$ cat config.mk
export PLATFORM = sky130hd
export DESIGN_NAME = dfd_decoder
export DESIGN_NICKNAME = d
export VERILOG_FILES = /design/src/rtl/dfd_pkg.sv /design/src/rtl/dfd_decoder.sv /design/src/rtl/dfd_group_decode.sv /design/src/rtl/dfd_word_join.sv
export VERILOG_INCLUDE_DIRS = /design/src /design/src/rtl
export SDC_FILE = /design/constraint.sdc
export NUM_CORES = 1
export LEC_CHECK = 0
export BUFFER_PORTS_ARGS = -buffer_cell sky130_fd_sc_hd__clkbuf_2
export CAP_MARGIN = 20
export CORE_MARGIN = 2
export CORE_UTILIZATION = 40
export DETAILED_ROUTE_END_ITERATION = 12
export PLACE_DENSITY_LB_ADDON = 0.08
export SLEW_MARGIN = 20
export SYNTH_ARGS = -nofsm -noshare
export SYNTH_HDL_FRONTEND = slang
export SYNTH_SLANG_ARGS = --single-unit
$ cat constraint.sdc
create_clock -name clk -period 3.23 [get_ports clk]
set_input_delay 0.4845 -clock clk [delete_from_list [all_inputs] [get_ports clk]]
set_output_delay 0.4845 -clock clk [all_outputs]
set_load 0.02 [all_outputs]
$ cat src/rtl/dfd_decoder_regs.svh
// Functional notes
// [RQ1] An ordinary instruction is one 24-bit word, decoded alone.
// [RQ2] Exactly three opcodes take two words; the first is held until the second arrives.
// [RQ3] The 8-bit opcode selects the type; remaining bits are operand fields.
// [RQ4] Every instruction falls in word, bit, literal, DSP or control group.
// [RQ5] W-register word ops give base, modified source and modified destination.
// [RQ6] File-register ops give a file address and a file-or-W0 selector.
// [RQ7] Bit ops target a W or file register; bit from literal or base.
// [RQ8] Literal moves give a literal and a W or file target.
// [RQ9] Literal ALU ops give base, literal, and destination only when separate.
// [RQ10] MAC ops give accumulator, multiplier pair, X/Y prefetch, write-back.
// [RQ11] Other DSP ops give accumulator, modified operand, register or literal shift.
// [RQ12] Control ops give a program address and, for tables, a mode.
// [RQ13] Double words carry 48 bits; second word's upper 8 bits are zero.
// [RQ14] A lone second word decodes as a side-effect-free no-operation.
// [RQ15] Single words take one cycle; taken or PC-changing ones add a NOP cycle.
// [RQ16] Double-word instructions take two cycles.
// [RQ17] W fields select one of 16 working registers.
`ifndef DFD_DECODER_REGS_SVH
`define DFD_DECODER_REGS_SVH

// ----------------------------------------
// Word layout
// ----------------------------------------
`define DFD_WORD_W      24
`define DFD_OP_LSB      16
`define DFD_BASE_LSB    12
`define DFD_DMODE_LSB   10
`define DFD_DST_LSB     6
`define DFD_SMODE_LSB   4
`define DFD_SRC_LSB     0
`define DFD_FDIR_BIT    13
`define DFD_ACC_BIT     15
`define DFD_SHREG_LSB   10
`define DFD_SHLIT_LSB   8
`define DFD_TMODE_LSB   14

// ----------------------------------------
// Opcodes and fixed registers
// ----------------------------------------
`define DFD_OP_NOP      8'h00
`define DFD_OP_BRA      8'h01
`define DFD_OP_CALL     8'h02
`define DFD_OP_GOTO     8'h04
`define DFD_OP_RET      8'h06
`define DFD_OP_DO       8'h08
`define DFD_OP_TBLRD    8'h0A
`define DFD_OP_TBLWR    8'h0B
`define DFD_DEFAULT_WORKING_REGISTER_DFLT   4'h0
`define DFD_XPF_BASE    4'h8
`define DFD_YPF_BASE    4'hA
`define DFD_PFD_BASE    4'h4
`define DFD_AWB_REG     4'hD
`define DFD_RST_ZERO    1'b0

`endif

$ cat src/rtl/dfd_pkg.sv
package dfd_pkg;

	// Instruction groups
	typedef enum logic [2:0] {
		DFD_GRP_WORD,
		DFD_GRP_BIT,
		DFD_GRP_LIT,
		DFD_GRP_DSP,
		DFD_GRP_CTRL
	} dfd_group_t;

	// Operand layouts
	typedef enum logic [3:0] {
		DFD_FM_NOP,
		DFD_FM_DEFAULT_WORKING_REGISTER,
		DFD_FM_FILE,
		DFD_FM_BIT_W,
		DFD_FM_BIT_F,
		DFD_FM_MOV_W,
		DFD_FM_MOV_F,
		DFD_FM_ALU_D,
		DFD_FM_ALU_S,
		DFD_FM_MAC,
		DFD_FM_DSP,
		DFD_FM_BRA,
		DFD_FM_JUMP,
		DFD_FM_DO,
		DFD_FM_TBL,
		DFD_FM_RET
	} dfd_form_t;

	// Issue sequencer
	typedef enum logic [1:0] {
		DFD_ST_ISSUE,
		DFD_ST_WAIT2,
		DFD_ST_BUBBLE
	} dfd_state_t;

endpackage

$ cat src/rtl/dfd_decoder.sv
`timescale 1ns/1ps
`default_nettype none
`include "dfd_decoder_regs.svh"

module dfd_decoder (
	input  wire logic                   clk,
	input  wire logic                   rst,
	input  wire logic                   fetch_valid,
	input  wire logic            [23:0] fetch_word,
	output logic                        fetch_ready,
	input  wire logic                   ex_redirect,
	output logic                        dec_valid,
	output logic                        dec_nop,
	output logic                        dec_dbl,
	output dfd_pkg::dfd_group_t         dec_group,
	output dfd_pkg::dfd_form_t          dec_form,
	output logic                  [7:0] dec_opcode,
	output logic                        dec_byte,
	output logic                  [3:0] base_source_register,
	output logic                  [3:0] second_source_register,
	output logic                  [1:0] src_mode,
	output logic                  [3:0] destination_register,
	output logic                  [1:0] dst_mode,
	output logic                        dst_en,
	output logic                 [12:0] file_addr,
	output logic                        file_to_default_working_register,
	output logic                  [3:0] bit_num,
	output logic                        bit_from_reg,
	output logic                 [15:0] literal,
	output logic                        acc_sel,
	output logic                  [3:0] mul_a,
	output logic                  [3:0] mul_b,
	output logic                  [3:0] x_pf_reg,
	output logic                  [1:0] x_pf_mode,
	output logic                  [3:0] x_pf_dst,
	output logic                  [3:0] y_pf_reg,
	output logic                  [1:0] y_pf_mode,
	output logic                  [3:0] y_pf_dst,
	output logic                        awb_en,
	output logic                  [3:0] awb_reg,
	output logic                        shift_from_reg,
	output logic                  [3:0] shift_amount_register,
	output logic                 [22:0] prog_addr,
	output logic                  [1:0] tbl_mode
);

	// ----------------------------------------
	// State
	// ----------------------------------------
	typedef struct packed {
		dfd_pkg::dfd_state_t st;
		logic                vld;
		logic                nop;
		logic                dbl;
		dfd_pkg::dfd_group_t grp;
		dfd_pkg::dfd_form_t  form;
		logic [7:0]          op;
		logic                byte_m;
		logic [3:0]          base;
		logic [3:0]          src;
		logic [1:0]          smode;
		logic [3:0]          dst;
		logic [1:0]          dmode;
		logic                dst_en;
		logic [12:0]         faddr;
		logic                f_to_w;
		logic [3:0]          bitn;
		logic                bit_reg;
		logic [15:0]         lit;
		logic                acc;
		logic [3:0]          mula;
		logic [3:0]          mulb;
		logic [3:0]          xreg;
		logic [1:0]          xmode;
		logic [3:0]          xdst;
		logic [3:0]          yreg;
		logic [1:0]          ymode;
		logic [3:0]          ydst;
		logic                awb;
		logic                sh_reg;
		logic [3:0]          shreg;
		logic [22:0]         paddr;
		logic [1:0]          tmode;
	} dfd_main_t;

	dfd_main_t q, d;

	logic                [23:0] first_word;
	logic                 [7:0] op_sel;
	dfd_pkg::dfd_group_t        grp_w;
	dfd_pkg::dfd_form_t         form_w;
	logic                       dbl_w;
	logic                       pc_chg_w;
	logic                       take_first;

	// ----------------------------------------
	// Helpers
	// ----------------------------------------
	// Register from a bank base plus a small selector
	function automatic logic [3:0] wsel(input logic [3:0] bank, input logic [1:0] sel);
		wsel = 4'(bank + {2'b00, sel}); // RQ17
	endfunction

	// Multiplier pair table; the last two codes are squares
	function automatic logic [7:0] mpair(input logic [2:0] code);
		case (code)
			3'h0:    mpair = 8'h45;
			3'h1:    mpair = 8'h46;
			3'h2:    mpair = 8'h47;
			3'h3:    mpair = 8'h56;
			3'h4:    mpair = 8'h57;
			3'h5:    mpair = 8'h67;
			3'h6:    mpair = 8'h44;
			default: mpair = 8'h55;
		endcase
	endfunction

	// Field steering for one instruction; w2 matters only for double words
	function automatic dfd_main_t decode(
		input dfd_main_t           cur,
		input logic         [23:0] w,
		input logic         [23:0] w2,
		input dfd_pkg::dfd_group_t g,
		input dfd_pkg::dfd_form_t  f,
		input logic                two
	);
		dfd_main_t r;
		logic [7:0] op;
		logic [7:0] mp;
		r        = '0;
		r.st     = cur.st;
		op       = w[23:16]; // RQ3
		mp       = mpair(w[14:12]);
		r.vld    = 1'b1;
		r.dbl    = two; // RQ13
		r.grp    = g;
		r.form   = f;
		r.op     = op;
		r.byte_m = op[0];
		case (f)
			dfd_pkg::DFD_FM_DEFAULT_WORKING_REGISTER, dfd_pkg::DFD_FM_TBL: begin
				r.base   = w[`DFD_BASE_LSB +: 4]; // RQ5
				r.dmode  = w[`DFD_DMODE_LSB +: 2];
				r.dst    = w[`DFD_DST_LSB +: 4];
				r.smode  = w[`DFD_SMODE_LSB +: 2];
				r.src    = w[`DFD_SRC_LSB +: 4];
				r.dst_en = 1'b1;
				if (f == dfd_pkg::DFD_FM_TBL) begin
					r.tmode = w[`DFD_TMODE_LSB +: 2]; // RQ12
					r.base  = 4'h0;
				end
			end
			dfd_pkg::DFD_FM_FILE: begin
				r.faddr  = w[12:0]; // RQ6
				r.f_to_w = w[`DFD_FDIR_BIT];
				r.dst_en = w[`DFD_FDIR_BIT];
				r.dst    = `DFD_DEFAULT_WORKING_REGISTER_DFLT;
			end
			dfd_pkg::DFD_FM_BIT_W: begin
				r.bit_reg = op[2]; // RQ7
				r.base    = op[2] ? w[`DFD_BASE_LSB +: 4] : 4'h0;
				r.bitn    = op[2] ? 4'h0 : w[`DFD_BASE_LSB +: 4];
				r.smode   = w[`DFD_SMODE_LSB +: 2];
				r.src     = w[`DFD_SRC_LSB +: 4];
			end
			dfd_pkg::DFD_FM_BIT_F: begin
				r.faddr = w[12:0]; // RQ7
				r.bitn  = {w[15:13], op[0]};
			end
			dfd_pkg::DFD_FM_MOV_W: begin
				r.lit    = {4'h0, w[15:4]}; // RQ8
				r.dst    = w[3:0];
				r.dst_en = 1'b1;
			end
			dfd_pkg::DFD_FM_MOV_F: begin
				r.faddr = w[12:0]; // RQ8
				r.lit   = {13'h0000, w[15:13]};
			end
			dfd_pkg::DFD_FM_ALU_D: begin
				r.base   = w[`DFD_BASE_LSB +: 4]; // RQ9
				r.dmode  = w[`DFD_DMODE_LSB +: 2];
				r.dst    = w[`DFD_DST_LSB +: 4];
				r.lit    = {10'h000, w[5:0]};
				r.dst_en = 1'b1;
			end
			dfd_pkg::DFD_FM_ALU_S: begin
				r.base = w[`DFD_BASE_LSB +: 4]; // RQ9
				r.lit  = {6'h00, w[9:0]};
			end
			dfd_pkg::DFD_FM_MAC: begin
				r.acc   = w[`DFD_ACC_BIT]; // RQ10
				r.mula  = mp[7:4];
				r.mulb  = mp[3:0];
				r.xreg  = wsel(`DFD_XPF_BASE, w[11:10]);
				r.xmode = w[9:8];
				r.yreg  = wsel(`DFD_YPF_BASE, w[7:6]);
				r.ymode = w[5:4];
				r.xdst  = wsel(`DFD_PFD_BASE, w[3:2]);
				r.ydst  = wsel(`DFD_PFD_BASE, w[1:0]);
				r.awb   = op[0];
			end
			dfd_pkg::DFD_FM_DSP: begin
				r.acc    = w[`DFD_ACC_BIT]; // RQ11
				r.sh_reg = op[1];
				r.shreg  = op[1] ? w[`DFD_SHREG_LSB +: 4] : 4'h0;
				r.lit    = op[1] ? 16'h0000 : {{10{w[13]}}, w[`DFD_SHLIT_LSB +: 6]};
				r.smode  = w[`DFD_SMODE_LSB +: 2];
				r.src    = w[`DFD_SRC_LSB +: 4];
			end
			dfd_pkg::DFD_FM_BRA: begin
				r.lit = w[15:0]; // RQ12
			end
			dfd_pkg::DFD_FM_JUMP: begin
				r.paddr = {w2[6:0], w[15:1], 1'b0}; // RQ12 RQ13
			end
			dfd_pkg::DFD_FM_DO: begin
				r.lit   = {2'b00, w[13:0]}; // RQ13
				r.paddr = {7'h00, w2[15:0]};
			end
			dfd_pkg::DFD_FM_RET: begin
				r.lit = 16'h0000;
			end
			default: begin
				r.nop = 1'b1; // RQ14
			end
		endcase
		decode = r;
	endfunction

	// ----------------------------------------
	// Submodules
	// ----------------------------------------
	// Opcode comes from the held first word while the second is awaited
	assign op_sel     = (q.st == dfd_pkg::DFD_ST_WAIT2) ? first_word[23:16] : fetch_word[23:16];
	assign take_first = (q.st == dfd_pkg::DFD_ST_ISSUE) && fetch_valid && !ex_redirect && dbl_w;

	dfd_group_decode u_grp (
		.opcode (op_sel),
		.group  (grp_w),
		.form   (form_w),
		.dbl    (dbl_w),
		.pc_chg (pc_chg_w)
	);

	dfd_word_join u_join (
		.clk        (clk),
		.rst        (rst),
		.load       (take_first),
		.word_in    (fetch_word),
		.first_word (first_word)
	);

	// ----------------------------------------
	// Sequencer
	// ----------------------------------------
	// No word is taken in a bubble or while a redirect is pending; a redirect
	// during the second fetch waits, since the pair must issue together
	assign fetch_ready = (q.st == dfd_pkg::DFD_ST_WAIT2) ||
		((q.st == dfd_pkg::DFD_ST_ISSUE) && !ex_redirect);

	// Outputs other than the fixed awb_reg are zero unless an instruction or NOP cycle is issued
	always_comb begin
		d    = '0;
		d.st = q.st;
		case (q.st)
			dfd_pkg::DFD_ST_ISSUE: begin
				if (ex_redirect) begin
					d.vld = 1'b1; // RQ15
					d.nop = 1'b1;
				end else if (fetch_valid && dbl_w) begin
					d.st = dfd_pkg::DFD_ST_WAIT2; // RQ2 RQ16
				end else if (fetch_valid) begin
					d = decode(q, fetch_word, 24'h000000, grp_w, form_w, 1'b0); // RQ1
					d.st = pc_chg_w ? dfd_pkg::DFD_ST_BUBBLE : dfd_pkg::DFD_ST_ISSUE; // RQ15
				end
			end
			dfd_pkg::DFD_ST_WAIT2: begin
				if (fetch_valid) begin
					d = decode(q, first_word, fetch_word, grp_w, form_w, 1'b1); // RQ16
					d.st = pc_chg_w ? dfd_pkg::DFD_ST_BUBBLE : dfd_pkg::DFD_ST_ISSUE; // RQ15
				end
			end
			dfd_pkg::DFD_ST_BUBBLE: begin
				d.vld = 1'b1; // RQ15
				d.nop = 1'b1;
				d.st  = dfd_pkg::DFD_ST_ISSUE;
			end
			default: begin
				d.st = dfd_pkg::DFD_ST_ISSUE;
			end
		endcase
	end

	always_ff @(posedge clk) begin
		if (rst) begin
			q <= '0;
		end else begin
			q <= d;
		end
	end

	// ----------------------------------------
	// Outputs
	// ----------------------------------------
	assign dec_valid              = q.vld;
	assign dec_nop                = q.nop;
	assign dec_dbl                = q.dbl;
	assign dec_group              = q.grp;
	assign dec_form               = q.form;
	assign dec_opcode             = q.op;
	assign dec_byte               = q.byte_m;
	assign base_source_register   = q.base;
	assign second_source_register = q.src;
	assign src_mode               = q.smode;
	assign destination_register   = q.dst;
	assign dst_mode               = q.dmode;
	assign dst_en                 = q.dst_en;
	assign file_addr              = q.faddr;
	assign file_to_default_working_register           = q.f_to_w;
	assign bit_num                = q.bitn;
	assign bit_from_reg           = q.bit_reg;
	assign literal                = q.lit;
	assign acc_sel                = q.acc;
	assign mul_a                  = q.mula;
	assign mul_b                  = q.mulb;
	assign x_pf_reg               = q.xreg;
	assign x_pf_mode              = q.xmode;
	assign x_pf_dst               = q.xdst;
	assign y_pf_reg               = q.yreg;
	assign y_pf_mode              = q.ymode;
	assign y_pf_dst               = q.ydst;
	assign awb_en                 = q.awb;
	assign awb_reg                = `DFD_AWB_REG; // Fixed write-back register
	assign shift_from_reg         = q.sh_reg;
	assign shift_amount_register  = q.shreg;
	assign prog_addr              = q.paddr;
	assign tbl_mode               = q.tmode;

endmodule
`default_nettype wire

$ cat src/rtl/dfd_group_decode.sv
`timescale 1ns/1ps
`default_nettype none
`include "dfd_decoder_regs.svh"

// Opcode to group, layout and sequencing class
module dfd_group_decode (
	input  wire logic             [7:0] opcode,
	output dfd_pkg::dfd_group_t         group,
	output dfd_pkg::dfd_form_t          form,
	output logic                        dbl,
	output logic                        pc_chg
);

	// Top three bits pick the group, low bits the layout variant
	always_comb begin
		group  = dfd_pkg::DFD_GRP_CTRL;
		form   = dfd_pkg::DFD_FM_NOP;
		dbl    = 1'b0;
		pc_chg = 1'b0;
		case (opcode[7:5]) // RQ3 RQ4
			3'h1: begin
				group = dfd_pkg::DFD_GRP_WORD;
				form  = dfd_pkg::DFD_FM_DEFAULT_WORKING_REGISTER;
			end
			3'h2: begin
				group = dfd_pkg::DFD_GRP_WORD;
				form  = dfd_pkg::DFD_FM_FILE;
			end
			3'h3: begin
				group = dfd_pkg::DFD_GRP_BIT;
				form  = opcode[1] ? dfd_pkg::DFD_FM_BIT_F : dfd_pkg::DFD_FM_BIT_W;
			end
			3'h4: begin
				group = dfd_pkg::DFD_GRP_LIT;
				form  = opcode[1] ? dfd_pkg::DFD_FM_MOV_F : dfd_pkg::DFD_FM_MOV_W;
			end
			3'h5: begin
				group = dfd_pkg::DFD_GRP_LIT;
				form  = opcode[1] ? dfd_pkg::DFD_FM_ALU_S : dfd_pkg::DFD_FM_ALU_D;
			end
			3'h6: begin
				group = dfd_pkg::DFD_GRP_DSP;
				form  = dfd_pkg::DFD_FM_MAC;
			end
			3'h7: begin
				group = dfd_pkg::DFD_GRP_DSP;
				form  = dfd_pkg::DFD_FM_DSP;
			end
			default: begin
				case (opcode)
					`DFD_OP_BRA:   form = dfd_pkg::DFD_FM_BRA;
					`DFD_OP_CALL,
					`DFD_OP_GOTO: begin
						form   = dfd_pkg::DFD_FM_JUMP;
						dbl    = 1'b1; // RQ2
						pc_chg = 1'b1;
					end
					`DFD_OP_DO: begin
						form = dfd_pkg::DFD_FM_DO;
						dbl  = 1'b1; // RQ2
					end
					`DFD_OP_TBLRD,
					`DFD_OP_TBLWR: form = dfd_pkg::DFD_FM_TBL;
					`DFD_OP_RET: begin
						form   = dfd_pkg::DFD_FM_RET;
						pc_chg = 1'b1; // RQ15
					end
					default:      form = dfd_pkg::DFD_FM_NOP; // RQ14
				endcase
			end
		endcase
	end

endmodule
`default_nettype wire

$ cat src/rtl/dfd_word_join.sv
`timescale 1ns/1ps
`default_nettype none
`include "dfd_decoder_regs.svh"

// Holds the first word of a double-word instruction
module dfd_word_join (
	input  wire logic        clk,
	input  wire logic        rst,
	input  wire logic        load,
	input  wire logic [23:0] word_in,
	output logic      [23:0] first_word
);

	typedef struct packed {
		logic [23:0] first;
	} dfd_join_t;

	dfd_join_t q, d;

	// Capture only on the first half, so the second fetch cannot disturb it
	always_comb begin
		d = q;
		if (load) begin
			d.first = word_in; // RQ2
		end
	end

	always_ff @(posedge clk) begin
		if (rst) begin
			q <= '0;
		end else begin
			q <= d;
		end
	end

	assign first_word = q.first;

endmodule
`default_nettype wire

==> metrics.csv, run 1 <==
stage,metric,value,unit
status,outcome,"complete, no violations",
setup_path,max incr delay on CP,0.44,ns
route,Initial DRC Count,423,
power,P per Cell Area,509,mW/mm^2
cts,clk_lat worst skew,0.44,ns
timing,fin worst setup slack,0.124,ns
timing,Tmin final,3.11,ns
cts,clk buf depth,2,
setup_path,Worst EP required,3.59,ns
cts,CTS tree,done,
timing,endpoints failing hold,0,
min_path,Worst Hold Class,input pin to register,
layout,final non-filler cell total,1097,
placed_design,DPL Wire Length,17000,microns
layout,Final Util,0.464,
layout,ant diodes,0,
timing,sum of negative setup slack,0,ns
setup_path,slowest CP cell,o32ai_4,
setup_path,r2r endpoint,second_source_register[1]$_SDFF_PP0_,
setup_path,cells on worst reg2reg path,11,
setup_path,startpoint types,register,
setup_path,FF-to-FF Start,q[132]$_SDFFE_PP0P_,
floorplanning,num rows,48,
global_routing,gr usage total,0.253,
global_routing,largest net degree at the start of global routing,26,
setup_path,CP Max Fanout,16,
placed_design,Place WS,0.0543,ns
floorplanning,initial core utilization,0.408,
route,first drt pass iteration count,5,
yosys,"Seq/Total Area, Yosys",0.416,
route,Antenna Violating Nets Remaining,0,
yosys,Synth Warn #,0,
layout,Largest register FFs,24,
timing,fmax,322,MHz
power,Pwr Total,4.07,mW
layout,Final nets,887,
route,DRC,0,
min_path,hold_sp,rst,
min_path,hold path depth,2,
cts,total CTS buffers,17,
global_routing,met3 usage,0.0448,
timing,Rel. slew slack,0.467,
setup_path,worst reg2reg setup slack,0.12,ns
floorplanning,die area,0.0187,sq mm
layout,P&R area growth vs syn,13.8,%
yosys,Post-synth EDFFs,0,
floorplanning,Die Ht,137,microns
global_routing,first-pass GRT wire length,35100,microns
yosys,most frequent cell after synthesis,dfxtp_1,
global_routing,met2 GRT Util,0.431,
run,Max Cap Violations,0,
yosys,area share of the largest cell type after synthesis,0.416,
timing,endpoints failing setup,0,
route,drt wl/cell,21.0,microns
placed_design,PortBufs,154,
timing,Hold Slack,0.314,ns
setup_path,critical path endpoint category,register,
yosys,"area leader, netlist",dfxtp_1,
timing,Worst-Margin Slew,0.795,ns
min_path,hold-critical path endpoint,u_join.first_word[19]$_SDFFE_PP0P_,
yosys,Synth top cells by count,"146 x dfxtp_1, 126 x buf_4, 95 x nor2_1",
yosys,synthesized flop and latch total,146,
setup_path,Crit path arrival time,3.46,ns
timing,clk_skew,0.00984,ns
yosys,mean area per synthesized cell,8.79,sq um
yosys,Cell variety after synth,68,
setup_path,worst-path cell chain,nand2b_1 > buf_4 > mux2_4 > nor4_1 > buf_4 > nor3_2 > or2_1 > o32ai_4 > nor3_4 > buf_12 > nor3_2,
route,total wire length,23100,microns
setup_path,Setup CP Type,register to register,
placed_design,Placed Area,0.00738,sq mm
placed_design,GPL Wtd Cong,0.992,
setup_path,CP bufs+invs,3,
cts,Clock Sink Count,146,
power,peak supply drop,0.385,mV
global_routing,vias in the first global route,5909,
timing,Tcrit/Tclk final,0.962,
layout,"Design Area, Final",0.00800,sq mm
floorplanning,I/O pins,164,
timing,Slew Limit Fails,0,
cts,root buffer cell,clkbuf_16,
global_routing,antenna violations before repair,0,
yosys,Async SR Flop Fraction,0,
timing,RSZ-0062 raised after global routing,false,
route,via count,6041,
floorplanning,die width,137,microns
floorplanning,Core Region,0.0172,sq mm
yosys,Synth area leaders,"dfxtp_1 42%, buf_4 13%, a22oi_1 5.2%",
cts,H-tree level count,4,
setup_path,critical path's top delay family,simple AND/OR/NAND/NOR gates,
route,vias per cell,5.51,
placed_design,dpl cells,1061,
global_routing,most used routing layer,met2,
yosys,Most used DFF post-synth,dfxtp_1,
power,LEAKAGE,3.26,nW
global_routing,met1 Use GR,0.319,
layout,fraction of layout cells with a size suffix above 1,0.314,
global_routing,grt total ovfl,0,
cts,Worst-path clk slew,0.07,ns
yosys,post-synthesis cell count,800,
yosys,Mapped Area,0.00703,sq mm
worst max path at each step:
stage | startpoint | endpoint | slack [ns] | cells after the start
2_1_floorplan | fetch_word[18] | literal[5]$_SDFF_PP0_ | 0.53 | 11
3_3_place_gp | q[131]$_SDFFE_PP0P_ | dec_form[0]$_SDFF_PP0_ | 0.06 | 8
3_5_place_dp | fetch_word[17] | literal[14]$_SDFF_PP0_ | 0.05 | 10
4_1_cts | q[132]$_SDFFE_PP0P_ | literal[14]$_SDFF_PP0_ | 0.01 | 10
5_1_grt | q[132]$_SDFFE_PP0P_ | file_addr[1]$_SDFF_PP0_ | 0.003 | 10
6_report | q[132]$_SDFFE_PP0P_ | second_source_register[1]$_SDFF_PP0_ | 0.12 | 11
worst reg2reg max path, stage by stage, from the launching register on:
cell and delay, ns:
dfxtp_1 0.32, nand2b_1 0.22, buf_4 0.19, mux2_4 0.41, nor4_1 0.35, buf_4 0.26, nor3_2 0.07, or2_1 0.36
o32ai_4 0.44, nor3_4 0.09, buf_12 0.15, nor3_2 0.17
routing by layer:
layer,vias to the layer above,wire length (microns),part of all wire
li1,2828,-,-
met1,2931,9940,0.43
met2,249,11400,0.49
met3,33,1270,0.055
met4,0,482,0.021
met5,-,0,0
where the power goes:
part / internal (mW) / switching, mW
sequential: 1.82 / 0.00550
combinational: 0.123 / 0.258
clock: 1.00 / 0.866
total: 2.94 / 1.13
cell usage in the layout, fill, tap and decap left out, drive strengths merged, types with 16 or more instances in the layout:
master and n:
dfxtp 146, a22oi 49, buf 59, a221o 22, clkbuf 171, nor3 20, nor2 95, a21oi 53
inv 16, nand2 63
repair_timing:
item,CTS,global route
endpoints found under the setup margin,0,26
hold buffers,0,0
setup buffers,0,4
resized for setup,0,5
layout make-up:
| cell class | instances | area (sq um) |
|---|---|---|
| clock inverters | 15 | 124 |
| clock buffers | 17 | 425 |
| multi-input cells | 472 | 2960 |
| inverters | 9 | 33.8 |
| fillers | 1702 | 9230 |
| well taps | 225 | 282 |
| repair buffers | 213 | 1250 |
| flip-flops and latches | 146 | 2920 |
cells by family (layout without fill, tap and decap cells):
kind of cell | count (synthesis) | after routing | share of synthesized area
simple gates | 247 | 247 | 0.171
compound gates | 197 | 197 | 0.211
buf+inv | 189 | 254 | 0.174
flops | 146 | 146 | 0.416
mux | 15 | 15 | 0.0228
xor+xnor | 4 | 4 | 0.00498
other cells | 2 | 9 | 0.00107
No activity file was read; power rests on OpenSTA's default activity.
==> run 2: changes to the inputs <==
==> constraint.sdc (replaced) <==
create_clock -name clk -period 3.45 [get_ports clk]
set_input_delay 0.5175 -clock clk [delete_from_list [all_inputs] [get_ports clk]]
set_output_delay 0.5175 -clock clk [all_outputs]
set_load 0.02 [all_outputs]
==> run 2 against run 1 <==
  * Wire length fell by 1.9%
  * Worst hold slack gained 0.045 ns
  * Total power is 1.2% lower
  * Register-to-register slack better by 0.16 ns
  * Setup slack gained 0.16 ns
  * Sequential share of layout area up 0.35 points
  * Cell count is 1.2% lower
  * Sequential power decreased by 6%
  * Critical path depth fell by 1
  * Cell area fell by 0.94%
  * Sequential cell count did not move
==> metrics.csv, run 2 (synthesis results as in run 1) <==
stage,metric,value,unit,change
global_routing,largest net degree at the start of global routing,26,,unchanged
global_routing,met1 Use GR,0.313,,was 0.319
route,Initial DRC Count,390,,was 423
setup_path,max incr delay on CP,0.52,ns,was 0.44 ns
layout,most frequent cells in the layout,"154 x clkbuf_2, 146 x dfxtp_1, 95 x nor2_1",,unchanged
timing,Slew Limit Fails,0,,unchanged
setup_path,CP bufs+invs,2,,was 3
layout,ant diodes,0,,unchanged
global_routing,grt total ovfl,0,,unchanged
setup_path,Setup CP Type,register to register,,unchanged
layout,fraction of layout cells with a size suffix above 1,0.302,,was 0.314
layout,"Design Area, Final",0.00793,sq mm,was 0.00800 sq mm
timing,fin worst setup slack,0.286,ns,was 0.124 ns
status,outcome,"complete, no violations",,unchanged
floorplanning,I/O pins,164,,unchanged
timing,sum of negative setup slack,0,ns,unchanged
global_routing,met2 GRT Util,0.414,,was 0.431
route,via count,5963,,"was 6,041"
setup_path,worst reg2reg setup slack,0.29,ns,was 0.12 ns
cts,clk_lat worst skew,0.42,ns,was 0.44 ns
placed_design,DPL Wire Length,16600,microns,"was 17,000 microns"
route,drt wl/cell,20.9,microns,was 21.0 microns
power,P per Cell Area,507,mW/mm^2,was 509 mW/mm^2
global_routing,most used routing layer,met2,,unchanged
layout,Largest register FFs,24,,unchanged
cts,# hold bufs at CTS,0,,unchanged
setup_path,startpoint types,register,,unchanged
setup_path,Crit path arrival time,3.51,ns,was 3.46 ns
layout,P&R area growth vs syn,12.7,%,was 13.8%
power,Pwr Total,4.02,mW,was 4.07 mW
placed_design,PortBufs,154,,unchanged
timing,Tmin final,3.16,ns,was 3.11 ns
global_routing,first-pass GRT wire length,33700,microns,"was 35,100 microns"
cts,root buffer cell,clkbuf_16,,unchanged
timing,clk_skew,0.00997,ns,was 0.00984 ns
setup_path,worst-path cell chain,nand2b_1 > buf_4 > mux2i_1 > nor4_1 > nor3_2 > or2_1 > o21ai_2 > buf_4 > a221o_1 > a21oi_1,,was nand2b_1 > buf_4 > mux2_4 > nor4_1 > buf_4 > nor3_2 > or2_1 > o32ai_4 > nor3_4 > buf_12 > nor3_2
setup_path,critical path endpoint category,register,,unchanged
route,total wire length,22600,microns,"was 23,100 microns"
power,peak supply drop,0.337,mV,was 0.385 mV
setup_path,CP startpoint,q[131]$_SDFFE_PP0P_,,was q[132]$_SDFFE_PP0P_
min_path,hold-critical path endpoint,u_join.first_word[2]$_SDFFE_PP0P_,,was u_join.first_word[19]$_SDFFE_PP0P_
placed_design,Placed Area,0.00729,sq mm,was 0.00738 sq mm
placed_design,dpl cells,1052,,"was 1,061"
power,LEAKAGE,3.22,nW,was 3.26 nW
cts,Post-CTS Setup Repair Bufs,0,,unchanged
setup_path,CP dominant cell by count,buf_4,,
floorplanning,num rows,48,,unchanged
cts,clk buf depth,2,,unchanged
floorplanning,Die Ht,137,microns,unchanged
placed_design,Place WS,0.314,ns,was 0.0543 ns
floorplanning,die area,0.0187,sq mm,unchanged
cts,total CTS buffers,17,,unchanged
global_routing,met3 usage,0.0470,,was 0.0448
timing,endpoints failing setup,0,,unchanged
setup_path,critical path's top delay family,simple AND/OR/NAND/NOR gates,,unchanged
timing,Tcrit/Tclk final,0.917,,was 0.962
floorplanning,die width,137,microns,unchanged
floorplanning,initial core utilization,0.408,,unchanged
route,first drt pass iteration count,8,,was 5
timing,Rel. slew slack,0.450,,was 0.467
route,DRC,0,,unchanged
cts,post-cts sizing count,0,,unchanged
timing,Worst-Margin Slew,0.820,ns,was 0.795 ns
layout,final non-filler cell total,1084,,"was 1,097"
timing,fmax,316,MHz,was 322 MHz
layout,Final nets,874,,was 887
min_path,Worst Hold Class,input pin to register,,unchanged
min_path,hold path depth,3,,was 2
timing,endpoints failing hold,0,,unchanged
global_routing,antenna violations before repair,0,,unchanged
run,Max Cap Violations,0,,unchanged
placed_design,GPL Wtd Cong,0.926,,was 0.992
route,Antenna Violating Nets Remaining,0,,unchanged
layout,Fillers,1693,,"was 1,702"
layout,"commonest non-fill, non-tap cell in the layout",clkbuf_2,,unchanged
cts,Worst-path clk slew,0.06,ns,was 0.07 ns
floorplanning,Core Region,0.0172,sq mm,unchanged
setup_path,r2r endpoint,literal[14]$_SDFF_PP0_,,was second_source_register[1]$_SDFF_PP0_
setup_path,slowest CP cell,mux2i_1,,was o32ai_4
cts,H-tree level count,4,,unchanged
setup_path,Worst EP required,3.79,ns,was 3.59 ns
cts,Clock Sink Count,146,,unchanged
cts,CTS tree,done,,unchanged
setup_path,CP Max Fanout,25,,was 16
global_routing,gr usage total,0.242,,was 0.253
setup_path,FF-to-FF Start,q[131]$_SDFFE_PP0P_,,was q[132]$_SDFFE_PP0P_
min_path,hold_sp,fetch_word[2],,was rst
setup_path,cells on worst reg2reg path,10,,was 11
timing,RSZ-0062 raised after global routing,false,,unchanged
global_routing,vias in the first global route,5670,,"was 5,909"
route,vias per cell,5.50,,was 5.51
[run 2: worst max path at each step]
stage	end	slack, ns	cells past startpoint
after floorplan	literal[5]$_SDFF_PP0_	0.72	11
after global placement	dec_nop$_SDFF_PP0_	0.39	9
after detailed placement	literal[13]$_SDFF_PP0_	0.31	10
after CTS	literal[14]$_SDFF_PP0_	0.32	10
after global routing	literal[14]$_SDFF_PP0_	0.03	10
final	literal[14]$_SDFF_PP0_	0.29	10
[run 2: final cells by class]
cell class,instances,area [sq um],area share
Inverter,9,33.8,0.00426
Tap cell,225,282,0.0355
Clock buffer,20,467,0.0589
Timing Repair Buffer,200,1120,0.141
Sequential cell,146,2920,0.369
Multi-Input combinational cell,472,2940,0.370
Clock inverter,12,171,0.0216
[run 2: routing by layer]
metal / up-vias / part of all wire
met1: 2922 / 0.45
met5: - / 0
met2: 222 / 0.49
li1: 2798 / -
met3: 21 / 0.052
met4: 0 / 0.012
[run 2: power breakdown]
part / leakage (nW) / internal, mW / switching [mW]
Sequential: 1.18 / 1.70 / 0.00578
Combinational: 1.73 / 0.0972 / 0.234
Clock: 0.307 / 1.21 / 0.769
[run 2: worst register-to-register path: cells and delay by family (launching register included)]
kind                   cells  cell delay [ns]
AOI/OAI and AO/OA          3             0.61
DFF                        1             0.39
muxes                      1             0.52
buffers and inverters      2             0.48
and+or+nand+nor            4             1.08
[run 2: per-stage QoR]
step,hold WS (ns),utilization
after floorplan,0.437,-
after global routing,0.375,0.460
final,0.359,0.460
after global placement,0.444,0.423
after CTS,0.351,0.460
after detailed placement,0.454,0.423
